<file path="config.mk">
export PLATFORM = sky130hd
export DESIGN_NAME = asp_uart
export DESIGN_NICKNAME = d
export VERILOG_FILES = /design/src/include/asp_pkg.sv /design/src/verilog/asp_uart.sv
export SDC_FILE = /design/constraint.sdc
export NUM_CORES = 1
export LEC_CHECK = 0
export BUFFER_PORTS_ARGS = -buffer_cell sky130_fd_sc_hd__buf_2
export CELL_PAD_IN_SITES_DETAIL_PLACEMENT = 0
export CELL_PAD_IN_SITES_GLOBAL_PLACEMENT = 1
export CORE_ASPECT_RATIO = 1.75
export CORE_MARGIN = 1.5
export CORE_UTILIZATION = 24
export DETAILED_ROUTE_END_ITERATION = 12
export PLACE_DENSITY_LB_ADDON = 0.1
export SETUP_SLACK_MARGIN = 0.15
export SLEW_MARGIN = 20
export SYNTH_ARGS = -nofsm -noshare
export SYNTH_HDL_FRONTEND = slang
export SYNTH_SLANG_ARGS = --single-unit
export TNS_END_PERCENT = 20
</file>
<file path="constraint.sdc">
create_clock -name CLOCK -period 4.1 [get_ports CLOCK]
set_clock_uncertainty 0.2 [all_clocks]
set_input_delay 0.41 -clock CLOCK [delete_from_list [all_inputs] [get_ports CLOCK]]
set_output_delay 0.41 -clock CLOCK [all_outputs]
set_load 0.1 [all_outputs]
</file>
<file path="src/include/asp_pkg.sv">
// Purpose: Shared constants for the asynchronous serial port block
// Assumes: 100 MHz system clock, AXI4-Lite register access
// Notes: Offsets are byte addresses of 32-bit registers
package asp_pkg;
   localparam logic [7:0] ASP_CTRL_OFS = 8'h00;
   localparam logic [7:0] ASP_BAUD_OFS = 8'h04;
   localparam logic [7:0] ASP_TXDATA_OFS = 8'h08;
   localparam logic [7:0] ASP_RXDATA_OFS = 8'h0c;
   localparam logic [7:0] ASP_STAT_OFS = 8'h10;
   localparam logic [7:0] ASP_IRQ_OFS = 8'h14;
   localparam logic [7:0] ASP_MASK_OFS = 8'h18;
   // Control fields
   localparam int ASP_C_BITS7 = 0;
   localparam int ASP_C_PAR_EN = 1;
   localparam int ASP_C_PAR_ODD = 2;
   localparam int ASP_C_STOP2 = 3;
   localparam int ASP_C_FLOW = 4;
   localparam int ASP_C_DTR = 5;
   localparam int ASP_C_RI_WAKE = 6;
   localparam int ASP_C_SLEEP = 7;
   localparam int ASP_C_RTS = 8;
   localparam logic [8:0] ASP_CTRL_RST = 9'h110;
   // Interrupt status fields
   localparam int ASP_I_RXDONE = 0;
   localparam int ASP_I_TXDONE = 1;
   localparam int ASP_I_PARERR = 2;
   localparam int ASP_I_FRMERR = 3;
   localparam int ASP_I_OVERRUN = 4;
   localparam int ASP_I_WAKE = 5;
   localparam int ASP_I_DCD = 6;
   localparam int ASP_NIRQ = 7;
   localparam int ASP_CLK_HZ = 100000000;
   localparam int ASP_DEF_BAUD = 9600;
   localparam int ASP_MIN_DIV = 8;
   localparam logic [19:0] ASP_DIV_RST = 20'(ASP_CLK_HZ / ASP_DEF_BAUD);
   typedef enum logic [2:0] {ASP_T_IDLE, ASP_T_LEAD, ASP_T_START, ASP_T_DATA, ASP_T_PAR,
      ASP_T_STOP, ASP_T_TRAIL} asp_tx_t;
   typedef enum logic [2:0] {ASP_R_IDLE, ASP_R_START, ASP_R_DATA, ASP_R_PAR,
      ASP_R_STOP} asp_rx_t;
endpackage : asp_pkg

</file>
<file path="src/verilog/asp_uart.sv">
// Purpose: UART with RTS/CTS, modem lines, RS485 enable and AXI4-Lite registers
// Assumes: All serial and modem inputs are asynchronous and synchronised here
// Notes: Single clock; bit timing from a programmable divider
//
// Chosen here: the placing of the registers and the AXI4-Lite interface to the registers.
`timescale 1ns/10ps
// Operation
// - Bit rates span 95 baud to 12.5 Mbaud at 100 MHz through the divider register.
// - The divider never runs below eight system clocks per bit.
// - Peak rate is the system clock over eight, e.g. 6 Mbaud at 48 MHz.
// - A frame is start bit, seven or eight data bits, optional parity, one or two stops.
// - Data bits go out and come in least significant bit first.
// - Reset leaves 9600 baud, RTS/CTS flow, eight bits, no parity, one stop.
// - Transmit-active rises one bit before the start bit and falls one bit after the last.
// - Transmit-active stays high through the whole transmission.
// - Serial data leaves on the transmit pin and is sampled from the receive pin.
// - Request-to-send is driven as flow indication when flow control is on.
// - Data-terminal-ready is an active-low output under software control.
// - Ring indicate can wake the block from sleep when that wake is enabled.
module asp_uart
   import asp_pkg::*;
(
   input wire logic CLOCK,
   input wire logic RESET,
   input wire logic [7:0] S_AXI_AWADDR,
   input wire logic S_AXI_AWVALID,
   output logic S_AXI_AWREADY,
   input wire logic [31:0] S_AXI_WDATA,
   input wire logic [3:0] S_AXI_WSTRB,
   input wire logic S_AXI_WVALID,
   output logic S_AXI_WREADY,
   output logic [1:0] S_AXI_BRESP,
   output logic S_AXI_BVALID,
   input wire logic S_AXI_BREADY,
   input wire logic [7:0] S_AXI_ARADDR,
   input wire logic S_AXI_ARVALID,
   output logic S_AXI_ARREADY,
   output logic [31:0] S_AXI_RDATA,
   output logic [1:0] S_AXI_RRESP,
   output logic S_AXI_RVALID,
   input wire logic S_AXI_RREADY,
   output logic TXD,
   input wire logic RXD,
   output logic RTS_N,
   input wire logic CTS_N,
   output logic DTR_N,
   input wire logic DCD_N,
   input wire logic RING_INDICATE_N,
   output logic TX_ACTIVE,
   output logic IRQ
);
   // Synchronisers: stage 1 is read only by stage 2
   logic [3:0] sync1_reg;
   logic [3:0] sync2_reg;
   always_ff @(posedge CLOCK)
   begin
      if (RESET)
      begin
         sync1_reg <= 4'hf;
         sync2_reg <= 4'hf;
      end
      else
      begin
         sync1_reg <= {RING_INDICATE_N, DCD_N, CTS_N, RXD};
         sync2_reg <= sync1_reg;
      end
   end
   wire rxd_s = sync2_reg[0];
   wire cts_s = ~sync2_reg[1];
   wire dcd_s = ~sync2_reg[2];
   wire ri_s = ~sync2_reg[3];

   // Registers
   logic [8:0] ctrl_reg;
   logic [19:0] div_reg;
   logic [ASP_NIRQ-1:0] irq_reg;
   logic [ASP_NIRQ-1:0] mask_reg;
   logic [7:0] txbuf_reg;
   logic txfull_reg;
   logic [7:0] rxbuf_reg;
   logic rxfull_reg;
   logic dcd_prev_reg;

   wire bits7 = ctrl_reg[ASP_C_BITS7];
   wire par_en = ctrl_reg[ASP_C_PAR_EN];
   wire par_odd = ctrl_reg[ASP_C_PAR_ODD];
   wire stop2 = ctrl_reg[ASP_C_STOP2];
   wire flow_en = ctrl_reg[ASP_C_FLOW];
   wire sleeping = ctrl_reg[ASP_C_SLEEP];
   wire [2:0] last_bit = bits7 ? 3'd6 : 3'd7;

   // AXI write path: address and data latched in either order
   logic aw_got_reg;
   logic w_got_reg;
   logic [7:0] awaddr_reg;
   logic [31:0] wdata_reg;
   logic [3:0] wstrb_reg;
   wire wr_go = aw_got_reg & w_got_reg & ~S_AXI_BVALID;
   wire wr_ctrl = wr_go & (awaddr_reg == ASP_CTRL_OFS) & wstrb_reg[0];
   wire wr_ctrl_hi = wr_go & (awaddr_reg == ASP_CTRL_OFS) & wstrb_reg[1];
   wire wr_baud = wr_go & (awaddr_reg == ASP_BAUD_OFS);
   wire wr_tx = wr_go & (awaddr_reg == ASP_TXDATA_OFS) & wstrb_reg[0];
   wire wr_irq = wr_go & (awaddr_reg == ASP_IRQ_OFS) & wstrb_reg[0];
   wire wr_mask = wr_go & (awaddr_reg == ASP_MASK_OFS) & wstrb_reg[0];
   wire wr_ok = (awaddr_reg <= ASP_MASK_OFS) & (awaddr_reg[1:0] == 2'b00);
   // Divider kept legal; a lower value is clamped at the minimum
   wire [19:0] wdiv = {wstrb_reg[2] ? wdata_reg[19:16] : div_reg[19:16],
      wstrb_reg[1] ? wdata_reg[15:8] : div_reg[15:8],
      wstrb_reg[0] ? wdata_reg[7:0] : div_reg[7:0]};
   wire [19:0] div_new = (wdiv < 20'(ASP_MIN_DIV)) ? 20'(ASP_MIN_DIV) : wdiv;

   always_ff @(posedge CLOCK)
   begin
      if (RESET)
      begin
         aw_got_reg <= 1'b0;
         w_got_reg <= 1'b0;
         awaddr_reg <= 8'h00;
         wdata_reg <= 32'h0;
         wstrb_reg <= 4'h0;
         S_AXI_BVALID <= 1'b0;
         S_AXI_BRESP <= 2'b00;
      end
      else
      begin
         if (S_AXI_AWVALID & S_AXI_AWREADY)
         begin
            aw_got_reg <= 1'b1;
            awaddr_reg <= S_AXI_AWADDR;
         end
         if (S_AXI_WVALID & S_AXI_WREADY)
         begin
            w_got_reg <= 1'b1;
            wdata_reg <= S_AXI_WDATA;
            wstrb_reg <= S_AXI_WSTRB;
         end
         if (wr_go)
         begin
            aw_got_reg <= 1'b0;
            w_got_reg <= 1'b0;
            S_AXI_BVALID <= 1'b1;
            S_AXI_BRESP <= wr_ok ? 2'b00 : 2'b10;
         end
         else if (S_AXI_BREADY)
            S_AXI_BVALID <= 1'b0;
      end
   end
   assign S_AXI_AWREADY = ~aw_got_reg & ~S_AXI_BVALID;
   assign S_AXI_WREADY = ~w_got_reg & ~S_AXI_BVALID;

   // AXI read path
   wire rd_go = S_AXI_ARVALID & S_AXI_ARREADY;
   wire rd_rx = rd_go & (S_AXI_ARADDR == ASP_RXDATA_OFS);
   wire [31:0] stat_word = {25'h0, dcd_s, cts_s, rxfull_reg, txfull_reg, TX_ACTIVE,
      sleeping, rxd_s};
   logic [31:0] rd_word;
   logic rd_bad;
   always_comb
   begin
      rd_bad = 1'b0;
      unique case (S_AXI_ARADDR)
         ASP_CTRL_OFS: rd_word = {23'h0, ctrl_reg};
         ASP_BAUD_OFS: rd_word = {12'h0, div_reg};
         ASP_TXDATA_OFS: rd_word = {24'h0, txbuf_reg};
         ASP_RXDATA_OFS: rd_word = {24'h0, rxbuf_reg};
         ASP_STAT_OFS: rd_word = stat_word;
         ASP_IRQ_OFS: rd_word = {25'h0, irq_reg};
         ASP_MASK_OFS: rd_word = {25'h0, mask_reg};
         default:
         begin
            rd_word = 32'h0;
            rd_bad = 1'b1;
         end
      endcase
   end
   always_ff @(posedge CLOCK)
   begin
      if (RESET)
      begin
         S_AXI_RVALID <= 1'b0;
         S_AXI_RDATA <= 32'h0;
         S_AXI_RRESP <= 2'b00;
      end
      else if (rd_go)
      begin
         S_AXI_RVALID <= 1'b1;
         S_AXI_RDATA <= rd_word;
         S_AXI_RRESP <= rd_bad ? 2'b10 : 2'b00;
      end
      else if (S_AXI_RREADY)
         S_AXI_RVALID <= 1'b0;
   end
   assign S_AXI_ARREADY = ~S_AXI_RVALID;

   // Transmitter
   asp_tx_t tx_state_reg;
   logic [19:0] tx_cnt_reg;
   logic [2:0] tx_idx_reg;
   logic [7:0] tx_sh_reg;
   logic tx_par_reg;
   logic tx_stop_reg;
   wire tx_tick = (tx_cnt_reg == div_reg - 20'd1);
   // Flow control gates only the start of a new frame
   wire tx_start = txfull_reg & (~flow_en | cts_s) & ~sleeping;
   logic tx_done;
   always_ff @(posedge CLOCK)
   begin
      if (RESET)
      begin
         tx_state_reg <= ASP_T_IDLE;
         tx_cnt_reg <= 20'h0;
         tx_idx_reg <= 3'd0;
         tx_sh_reg <= 8'h00;
         tx_par_reg <= 1'b0;
         tx_stop_reg <= 1'b0;
         TXD <= 1'b1;
         TX_ACTIVE <= 1'b0;
         tx_done <= 1'b0;
      end
      else
      begin
         tx_done <= 1'b0;
         tx_cnt_reg <= (tx_state_reg == ASP_T_IDLE || tx_tick) ? 20'h0 : tx_cnt_reg + 20'd1;
         unique case (tx_state_reg)
            ASP_T_IDLE:
               if (tx_start)
               begin
                  tx_state_reg <= ASP_T_LEAD;
                  tx_sh_reg <= txbuf_reg;
                  tx_par_reg <= par_odd;
                  TX_ACTIVE <= 1'b1;
               end
            ASP_T_LEAD:
               if (tx_tick)
               begin
                  tx_state_reg <= ASP_T_START;
                  TXD <= 1'b0;
               end
            ASP_T_START:
               if (tx_tick)
               begin
                  tx_state_reg <= ASP_T_DATA;
                  tx_idx_reg <= 3'd0;
                  TXD <= tx_sh_reg[0];
                  tx_par_reg <= tx_par_reg ^ tx_sh_reg[0];
                  tx_sh_reg <= {1'b0, tx_sh_reg[7:1]};
               end
            ASP_T_DATA:
               if (tx_tick)
               begin
                  if (tx_idx_reg == last_bit)
                  begin
                     tx_state_reg <= par_en ? ASP_T_PAR : ASP_T_STOP;
                     TXD <= par_en ? tx_par_reg : 1'b1;
                     tx_stop_reg <= stop2;
                  end
                  else
                  begin
                     tx_idx_reg <= tx_idx_reg + 3'd1;
                     TXD <= tx_sh_reg[0];
                     tx_par_reg <= tx_par_reg ^ tx_sh_reg[0];
                     tx_sh_reg <= {1'b0, tx_sh_reg[7:1]};
                  end
               end
            ASP_T_PAR:
               if (tx_tick)
               begin
                  tx_state_reg <= ASP_T_STOP;
                  TXD <= 1'b1;
                  tx_stop_reg <= stop2;
               end
            ASP_T_STOP:
               if (tx_tick)
               begin
                  tx_stop_reg <= 1'b0;
                  if (!tx_stop_reg)
                     tx_state_reg <= ASP_T_TRAIL;
               end
            ASP_T_TRAIL:
               if (tx_tick)
               begin
                  tx_state_reg <= ASP_T_IDLE;
                  TX_ACTIVE <= 1'b0;
                  tx_done <= 1'b1;
               end
         endcase
      end
   end

   // Receiver
   asp_rx_t rx_state_reg;
   logic [19:0] rx_cnt_reg;
   logic [2:0] rx_idx_reg;
   logic [7:0] rx_sh_reg;
   logic rx_par_reg;
   wire [19:0] half_div = {1'b0, div_reg[19:1]};
   wire rx_mid = (rx_state_reg == ASP_R_START) ? (rx_cnt_reg == half_div) :
      (rx_cnt_reg == div_reg - 20'd1);
   logic rx_done;
   logic rx_perr;
   logic rx_ferr;
   always_ff @(posedge CLOCK)
   begin
      if (RESET)
      begin
         rx_state_reg <= ASP_R_IDLE;
         rx_cnt_reg <= 20'h0;
         rx_idx_reg <= 3'd0;
         rx_sh_reg <= 8'h00;
         rx_par_reg <= 1'b0;
         rx_done <= 1'b0;
         rx_perr <= 1'b0;
         rx_ferr <= 1'b0;
      end
      else
      begin
         rx_done <= 1'b0;
         rx_ferr <= 1'b0;
         rx_cnt_reg <= (rx_state_reg == ASP_R_IDLE || rx_mid) ? 20'h0 : rx_cnt_reg + 20'd1;
         unique case (rx_state_reg)
            ASP_R_IDLE:
               if (!rxd_s && !sleeping)
                  rx_state_reg <= ASP_R_START;
            ASP_R_START:
               if (rx_mid)
               begin
                  rx_state_reg <= rxd_s ? ASP_R_IDLE : ASP_R_DATA;
                  rx_idx_reg <= 3'd0;
                  rx_par_reg <= par_odd;
                  rx_sh_reg <= 8'h00;
               end
            ASP_R_DATA:
               if (rx_mid)
               begin
                  rx_sh_reg <= {rxd_s, rx_sh_reg[7:1]};
                  rx_par_reg <= rx_par_reg ^ rxd_s;
                  rx_idx_reg <= rx_idx_reg + 3'd1;
                  if (rx_idx_reg == last_bit)
                     rx_state_reg <= par_en ? ASP_R_PAR : ASP_R_STOP;
               end
            ASP_R_PAR:
               if (rx_mid)
               begin
                  rx_par_reg <= rx_par_reg ^ rxd_s;
                  rx_state_reg <= ASP_R_STOP;
               end
            ASP_R_STOP:
               if (rx_mid)
               begin
                  // Early return to idle leaves half a bit to catch the next start
                  rx_state_reg <= ASP_R_IDLE;
                  rx_done <= 1'b1;
                  rx_ferr <= ~rxd_s;
                  rx_perr <= par_en & rx_par_reg;
               end
         endcase
      end
   end
   // Seven-bit frames arrive shifted one place too high
   wire [7:0] rx_word = bits7 ? {1'b0, rx_sh_reg[7:1]} : rx_sh_reg;

   // Data buffers, control and modem inputs
   wire rd_take = rd_rx;
   always_ff @(posedge CLOCK)
   begin
      if (RESET)
      begin
         ctrl_reg <= ASP_CTRL_RST;
         div_reg <= ASP_DIV_RST;
         mask_reg <= '0;
         txbuf_reg <= 8'h00;
         txfull_reg <= 1'b0;
         rxbuf_reg <= 8'h00;
         rxfull_reg <= 1'b0;
         dcd_prev_reg <= 1'b0;
      end
      else
      begin
         dcd_prev_reg <= dcd_s;
         if (wr_ctrl)
            ctrl_reg[7:0] <= wdata_reg[7:0];
         if (wr_ctrl_hi)
            ctrl_reg[8] <= wdata_reg[8];
         if (ri_s && ctrl_reg[ASP_C_RI_WAKE])
            ctrl_reg[ASP_C_SLEEP] <= 1'b0;
         if (wr_baud)
            div_reg <= div_new;
         if (wr_mask)
            mask_reg <= wdata_reg[ASP_NIRQ-1:0];
         if (wr_tx && !txfull_reg)
         begin
            txbuf_reg <= wdata_reg[7:0];
            txfull_reg <= 1'b1;
         end
         else if (tx_state_reg == ASP_T_IDLE && tx_start)
            txfull_reg <= 1'b0;
         if (rx_done)
         begin
            rxbuf_reg <= rx_word;
            rxfull_reg <= 1'b1;
         end
         else if (rd_take)
            rxfull_reg <= 1'b0;
      end
   end

   // Sticky events, set wins over a write-one clear
   wire [ASP_NIRQ-1:0] ev = {dcd_s ^ dcd_prev_reg, ri_s & ctrl_reg[ASP_C_RI_WAKE] & sleeping,
      rx_done & rxfull_reg & ~rd_take, rx_ferr, rx_done & rx_perr, tx_done,
      rx_done};
   wire [ASP_NIRQ-1:0] clr = wr_irq ? wdata_reg[ASP_NIRQ-1:0] : '0;
   always_ff @(posedge CLOCK)
   begin
      if (RESET)
      begin
         irq_reg <= '0;
         IRQ <= 1'b0;
         RTS_N <= 1'b1;
         DTR_N <= 1'b1;
      end
      else
      begin
         irq_reg <= (irq_reg & ~clr) | ev;
         IRQ <= |(((irq_reg & ~clr) | ev) & mask_reg);
         // Flow on: ready while a received byte has room; off: software level
         RTS_N <= flow_en ? rxfull_reg : ~ctrl_reg[ASP_C_RTS];
         DTR_N <= ~ctrl_reg[ASP_C_DTR];
      end
   end
endmodule : asp_uart

</file>
==> impl_metrics.py, run 1 <==
metrics = {
    "clock_tree": {
        "total_setup_buffers_inserted_after_cts": 0,
        "clk_path_buf_depth": 3,
        "tritoncts": "done",
        "clockRootBuffer": "clkbuf_16",
        "cts-buffers-inserted": 23,
        "sink_count_of_the_clock_tree": 207,
        "insertion_delay_ps": 550,
        "cts.clk_slew.worst_paths_ps": 60,
        "h-tree-depth": 1,
    },
    "floorplan": {
        "start_util_pct": 24.4,
        "num_io_pins": 109,
        "floorplan.rows": 100,
        "die_width_um": 160,
        "die_y_um": 278,
        "core_area_mm2": 0.0425,
        "die_outline_area_mm2": 0.0445,
    },
    "route": {
        "drt-wirelength-per-cell_um": 20.0,
        "violation_count_after_the_first_detailed_routing_iteration": 483,
        "postRouteWirelength_mm": 39.4,
        "drt_pre_antenna_iters": 5,
        "post_detailed_route_via_to_cell_ratio": 4.84,
        "ant_nets": 0,
        "vias": 9513,
        "post-route-drc-count": 0,
    },
    "synth": {
        "async_reset_ff_share_pct": 0,
        "netlist-cell-type-count": 77,
        "syn-cell-area_mm2": 0.0104,
        "yosys_warnings": 0,
        "syn-mean-instance-area_um2": 8.17,
        "synth-seq-area-share_pct": 40.0,
        "syn-instance-count": 1269,
        "synth_top_flop_cell": "dfxtp_1",
        "ys_seq_elements": 207,
        "synth-edff-count": 0,
    },
    "grt": {
        "grt_remaining_overflow": 0,
        "grt_usage_pct": 17.7,
        "grt_first_pass_wirelength_mm": 60.1,
        "grt_max_degree": 64,
        "first_global_vias": 9704,
        "number_of_antenna_violations_at_the_first_check_in_global_routing": 0,
    },
    "power": {
        "share_clk_of_total_power_pct": 45.6,
        "p_comb_share_pct": 9.2,
        "p_leak_nw": 4.76,
        "p_sw_share_pct": 26.7,
        "cell_pwr_density_mw_per_mm2": 359,
        "power_report.internal_total_mw": 3.39,
        "p_switching_mw": 1.24,
        "seq_power_share_pct": 45.2,
        "maximum_vdd_drop_uv": 312,
    },
    "finish": {
        "filler_cell_count": 4638,
        "final_net_count": 1460,
        "post_route_cells_drive_above_1_share_pct": 16.1,
        "seq_area_mm2": 0.00414,
        "area_growth_syn_to_layout_pct": 24.1,
        "antenna_cells_inserted": 0,
        "multiInputGateArea_mm2": 0.00578,
    },
    "run": {
        "drv.max_cap_violation_count": 0,
    },
    "critical_path": {
        "crit_path_start_kind": "register",
        "timing.critical_path.fanout_max": 10,
        "critical_path.max_stage_delay_ps": 570,
        "critical_path.most_common_cell": "buf_4",
        "criticalPathCategory": "reg2reg",
        "critical-path-slowest-cell": "or4_4",
        "timing.critical_path.arrival_ps": 3990,
        "worst_setup_path_end_kind": "register",
        "endpoint_required_time_on_the_critical_path_ps": 4320,
        "cp_cell_sequence": "inv_2 > ha_4 > or4b_4 > buf_4 > or4_4 > xnor2_4 > nor3b_2 > o32ai_2 > or3_1 > nor3_2 > a21oi_1 > buf_4 > mux2_1",
    },
    "worst_hold_path": {
        "hp-class": "in2reg",
    },
    "sta": {
        "slew-limit-headroom_pct": 34.8,
        "period_needed_ps": 3770,
        "min_period_over_period_pct": 92.0,
        "final_max_slew_viol_count": 0,
        "tightest_slew_ps": 975,
        "setup_tns_final_ps": 0,
        "hold_violations": 0,
        "rsz0062_at_grt": "yes",
        "max_freq_mhz": 265,
        "setup_violations": 0,
        "worst_hold_slack_ps": 158,
    },
    "placed_design": {
        "gp_routability_congestion": 0.832,
        "detailedPlacementHpwl_mm": 29.7,
        "place.port_buffers": 81,
    },
    "status": {
        "status": "completed",
    },
}
-- cell usage after synthesis, drive strengths merged, types with 9 or more instances --
master	n	share of area (%)
nor4	24	1.6
or3	10	0.65
nand2	157	5.7
and3	23	1.4
nor3	16	0.93
mux2i	43	4.2
a22o	16	1.4
or4	16	1.2
nand3	57	2.8
dfxtp	207	40
nor2b	9	0.54
and2	10	0.60
clkbuf	73	2.7
xnor2	53	4.5
xor2	38	3.2
a22oi	27	2.0
a31oi	14	0.84
inv	38	1.4
a21oi	92	4.4
or2	10	0.60
nand4	12	0.72
nand2b	9	0.54
o21ai	20	0.97
a211oi	22	1.6
nor2	140	5.1
buf	30	1.9
-- path summary, 6_finish.rpt --
path                               startpoint            end  slack [ps]  cells past startpoint
worst min-delay path            S_AXI_AWVALID     aw_got_reg         160                      3
worst min register to register   sync1_reg[2]   sync2_reg[2]         210                      1
worst max register to register     div_reg[0]  rx_idx_reg[0]         330                     13
worst max-delay path               div_reg[0]  rx_idx_reg[0]         330                     13
-- timing repair --
| item | 4_1_cts | 5_1_grt |
|---|---|---|
| endpoints found under the setup margin | 24 | 29 |
| hold endpoints to repair | 44 | 0 |
| pin swaps | 0 | 1 |
| resized for setup | 3 | 15 |
| gates cloned | 0 | 0 |
| hold buffers | 39 | 0 |
-- critical path, delay by kind of cell, from the launching register on --
family                   cells  cell delay, ps
adder cells (fa/ha/maj)      1             170
multiplexers                 1             290
flip-flops                   1             320
XOR/XNOR                     1             160
AO/OA/AOI/OAI                2             250
AND/OR/NAND/NOR              5            1780
buffers and inverters        3             460
-- layout by cell type, fill, tap and decap left out, drive strengths merged, types with 20 or more instances in the layout --
cell type	count
dfxtp	207
a22oi	27
nand3	57
clkbuf	34
xnor2	53
xor2	38
mux2i	43
o21ai	20
buf	149
nor2	140
a211oi	22
a21oi	92
inv	40
nor4	24
and3	23
dlygate4sd3	39
nand2	157
-- layout make-up --
type                    instances  share of cell area, %
clock inverters                 4                  0.516
well taps                     561                   5.46
inverters                      39                   1.14
multi-input cells             933                   44.9
clock buffers                  34                   5.26
flip-flops and latches        207                   32.2
repair buffers                188                   10.5
-- metal layers --
metal  GRT usage (%)  wire (um)  up-vias  share of wire, %
met1            18.0      14600     4586                37
met2            36.5      22500      170                57
met5               0          0        -                 0
li1                -          -     4700                 -
met3            1.67       1080       57               2.7
met4            6.40       1270        0               3.2
-- logic make-up after synthesis --
family | Yosys count | synth area share [%]
compound gates | 263 | 17.2
buf+inv | 142 | 5.95
other cells | 1 | 0.0362
xor+xnor | 91 | 7.69
flops | 207 | 40.0
mux | 45 | 4.37
fa+ha+maj | 5 | 0.603
simple gates | 515 | 24.1
-- power by group through the flow --
stage	clock network [mW]	logic, mW	registers, mW
6_report	2.11	0.425	2.09
5_1_grt	2.26	0.463	2.10
2_1_floorplan	0	0.282	2.13
3_3_place_gp	0	0.399	2.14
3_5_place_dp	0	0.399	2.14
4_1_cts	2.19	0.430	2.09
-- metrics by stage --
| stage | instance area (um2) | utilization [%] | setup WS, ps | std cells | power [mW] |
|---|---|---|---|---|---|
| finish | 12900 | 30.2 | 329 | 1966 | 4.62 |
| global placement | 11600 | 27.3 | 81.2 | 1889 | 2.54 |
| detailed placement | 11600 | 27.3 | 63.3 | 1889 | 2.54 |
| floorplan | 10400 | - | 241 | 1282 | 2.42 |
| global route | 12900 | 30.2 | 144 | 1966 | 4.82 |
| CTS | 12800 | 30.0 | 175 | 1966 | 4.71 |
Note: power is estimated with default switching activity, not from simulation.
==> inputs of run 2 (changes only) <==
- ABC_AREA: unset -> 1
- CORE_MARGIN: 1.5 -> unset
- CORE_UTILIZATION: 24 -> 38
==> run 2 against run 1 <==
Non-clock buffer count decreased by 61. Total power rose by 20%. Final cell count is 11% higher. Design area shrank 0.32%. Register-to-register slack gained 470 ps. Sequential cell count did not move. Setup slack improved by 470 ps. Area after synthesis rose by 6.7%. Critical path type unchanged. Critical endpoint is now rx_sh_reg[2]. Highest routed layer unchanged.
==> impl_metrics.py, run 2 <==
metrics = {
    "route": {
        "violation_count_after_the_first_detailed_routing_iteration": 543,
        "post-route-drc-count": 0,
        "postRouteWirelength_mm": 39.1,
        "vias": 11191,
        "drt-wirelength-per-cell_um": 18.0,
        "ant_nets": 0,
        "post_detailed_route_via_to_cell_ratio": 5.15,
        "drt_pre_antenna_iters": 5,
    },
    "power": {
        "sum_of_internal_switching_and_leakage_power_mw": 5.55,
        "cell_pwr_density_mw_per_mm2": 433,
        "p_leak_nw": 5.36,
        "maximum_vdd_drop_uv": 356,
    },
    "floorplan": {
        "core_area_mm2": 0.0286,
        "die_width_um": 131,
        "die_outline_area_mm2": 0.0298,
        "num_io_pins": 109,
        "start_util_pct": 38.6,
        "die_y_um": 228,
        "floorplan.rows": 82,
    },
    "placed_design": {
        "post-place-cells": 2100,
        "gp_routability_congestion": 0.953,
        "detailedPlacementHpwl_mm": 30.2,
        "place.port_buffers": 81,
        "detailed_place.area_mm2": 0.0117,
        "dpl_worst_slack_ps": 826,
    },
    "synth": {
        "synthMostInstantiatedCell": "nand2_1",
        "yosys_warnings": 0,
        "synth-edff-count": 0,
        "syn-instance-count": 1684,
        "syn-mean-instance-area_um2": 6.57,
        "syn-cell-area_mm2": 0.0111,
        "yosys-top-cells-area": "dfxtp_1 37%, nand2_1 15%, nor2_1 7.1%, nand3_1 6.6%, inv_1 6.2%",
        "yosysTopAreaCellShare_pct": 37.5,
        "async_reset_ff_share_pct": 0,
        "netlist-cell-type-count": 52,
        "synth_top_area_cell": "dfxtp_1",
        "yosys-top-cells-count": "444 x nand2_1, 210 x nor2_1, 207 x dfxtp_1",
        "synth_top_flop_cell": "dfxtp_1",
        "synth-seq-area-share_pct": 37.5,
        "ys_seq_elements": 207,
    },
    "status": {
        "status": "completed",
    },
    "clock_tree": {
        "insertion_delay_ps": 540,
        "h-tree-depth": 1,
        "cts_repair_resize_count": 0,
        "sink_count_of_the_clock_tree": 207,
        "cts.clk_slew.worst_paths_ps": 70,
        "tritoncts": "done",
        "total_setup_buffers_inserted_after_cts": 0,
        "clockRootBuffer": "clkbuf_16",
        "cts-buffers-inserted": 22,
        "clk_path_buf_depth": 3,
    },
    "finish": {
        "post_layout_nonfiller_instances": 2174,
        "layout_common_cells": "444 x nand2_1, 210 x nor2_1, 207 x dfxtp_1",
        "final_net_count": 1848,
        "filler_cell_count": 3083,
        "fin_area_mm2": 0.0128,
        "area_growth_syn_to_layout_pct": 15.9,
        "post_route_cells_drive_above_1_share_pct": 11.1,
        "antenna_cells_inserted": 0,
        "final_core_utilization_pct": 44.8,
        "layout_commonest_cell": "nand2_1",
    },
    "grt": {
        "grt_first_pass_wirelength_mm": 60.2,
        "number_of_antenna_violations_at_the_first_check_in_global_routing": 0,
        "first_global_vias": 10943,
        "grt_max_degree": 93,
        "grt_usage_pct": 27.3,
        "grt_remaining_overflow": 0,
    },
    "sta": {
        "final_max_slew_viol_count": 0,
        "tightest_slew_ps": 1050,
        "min_period_over_period_pct": 80.5,
        "period_needed_ps": 3300,
        "rsz0062_at_grt": "no",
        "slew-limit-headroom_pct": 29.8,
        "setup_tns_final_ps": 0,
        "hold_violations": 0,
        "worst_hold_slack_ps": 23.4,
        "max_freq_mhz": 303,
        "fin_ws_ps": 801,
        "setup_violations": 0,
    },
    "critical_path": {
        "crit_path_start_kind": "register",
        "critical_path.max_stage_delay_ps": 520,
        "timing.critical_path.fanout_max": 14,
        "worst_setup_path_end_kind": "register",
        "critical_path.n_buffers_inverters": 0,
        "kind_of_cell_adding_the_most_delay_to_the_critical_path": "simple AND/OR/NAND/NOR gates",
        "endpoint_required_time_on_the_critical_path_ps": 4250,
        "criticalPathCategory": "reg2reg",
        "timing.critical_path.arrival_ps": 3450,
        "cp_cell_sequence": "nor2_2 > nand2_1 > nor2_4 > nand2_1 > nand3_1 > nand2_1 > nand2_1 > nand2_1 > nor2_1 > nand2_1 > nor2_2 > nand4_1 > nand2_1 > a21oi_1",
        "rrSetupSlack_ps": 800,
        "critical_path.most_common_cell": "nand2_1",
        "critical-path-slowest-cell": "nand4_1",
    },
    "run": {
        "drv.max_cap_violation_count": 0,
    },
    "worst_hold_path": {
        "hp-class": "in2reg",
    },
}
[run 2: power by group]
group	switching, mW	leakage (nW)	internal (mW)
clock	0.886	0.368	1.20
sequential	0.102	1.68	2.11
combinational	0.897	3.31	0.360
total	1.89	5.36	3.66
[run 2: cells by family after synthesis]
group | after synthesis | synth area share [%]
fa+ha+maj | 5 | 0.566
xor+xnor | 11 | 0.871
buf+inv | 270 | 10.1
simple gates | 916 | 36.6
compound gates | 274 | 14.4
other cells | 1 | 0.0339
flops | 207 | 37.5
[run 2: path summary, 6_finish.rpt]
path	start	end	cells past startpoint
max reg2reg	div_reg[5]	rx_sh_reg[2]	14
max	div_reg[5]	rx_sh_reg[2]	14
min	S_AXI_WDATA[6]	wdata_reg[6]	3
min reg2reg	sync1_reg[1]	sync2_reg[1]	1
[run 2: cell type report]
type | count | area [um2] | area share (%)
clock buffer | 28 | 613 | 4.78
clock inverter | 12 | 140 | 1.09
inverter | 202 | 763 | 5.95
multi-input combinational | 1220 | 5850 | 45.6
sequential | 207 | 4140 | 32.3
tap | 378 | 473 | 3.69
timing repair buffer | 127 | 838 | 6.54
[run 2: per-layer routing]
layer  global-route usage (%)  share of wire [%]
met5                        0                  0
met4                     22.7                9.1
met3                     2.90                3.1
met2                     50.5                 52
met1                     26.6                 36
[run 2: what timing repair did]
| action | CTS | global route |
|---|---|---|
| endpoints found under the setup margin | 0 | 0 |
| hold buffers | 34 | 0 |
| hold endpoints to repair | 34 | 0 |
[run 2: worst register-to-register path, stage by stage, from the launching register on]
cell     delay [ps]
dfxtp_1         420
nor2_2          190
nand2_1         120
nor2_4          380
nand2_1         170
nand3_1         230
nand2_1          90
nand2_1          80
nand2_1          50
nor2_1          100
nand2_1          70
nor2_2          200
nand4_1         520
nand2_1         210
a21oi_1          80
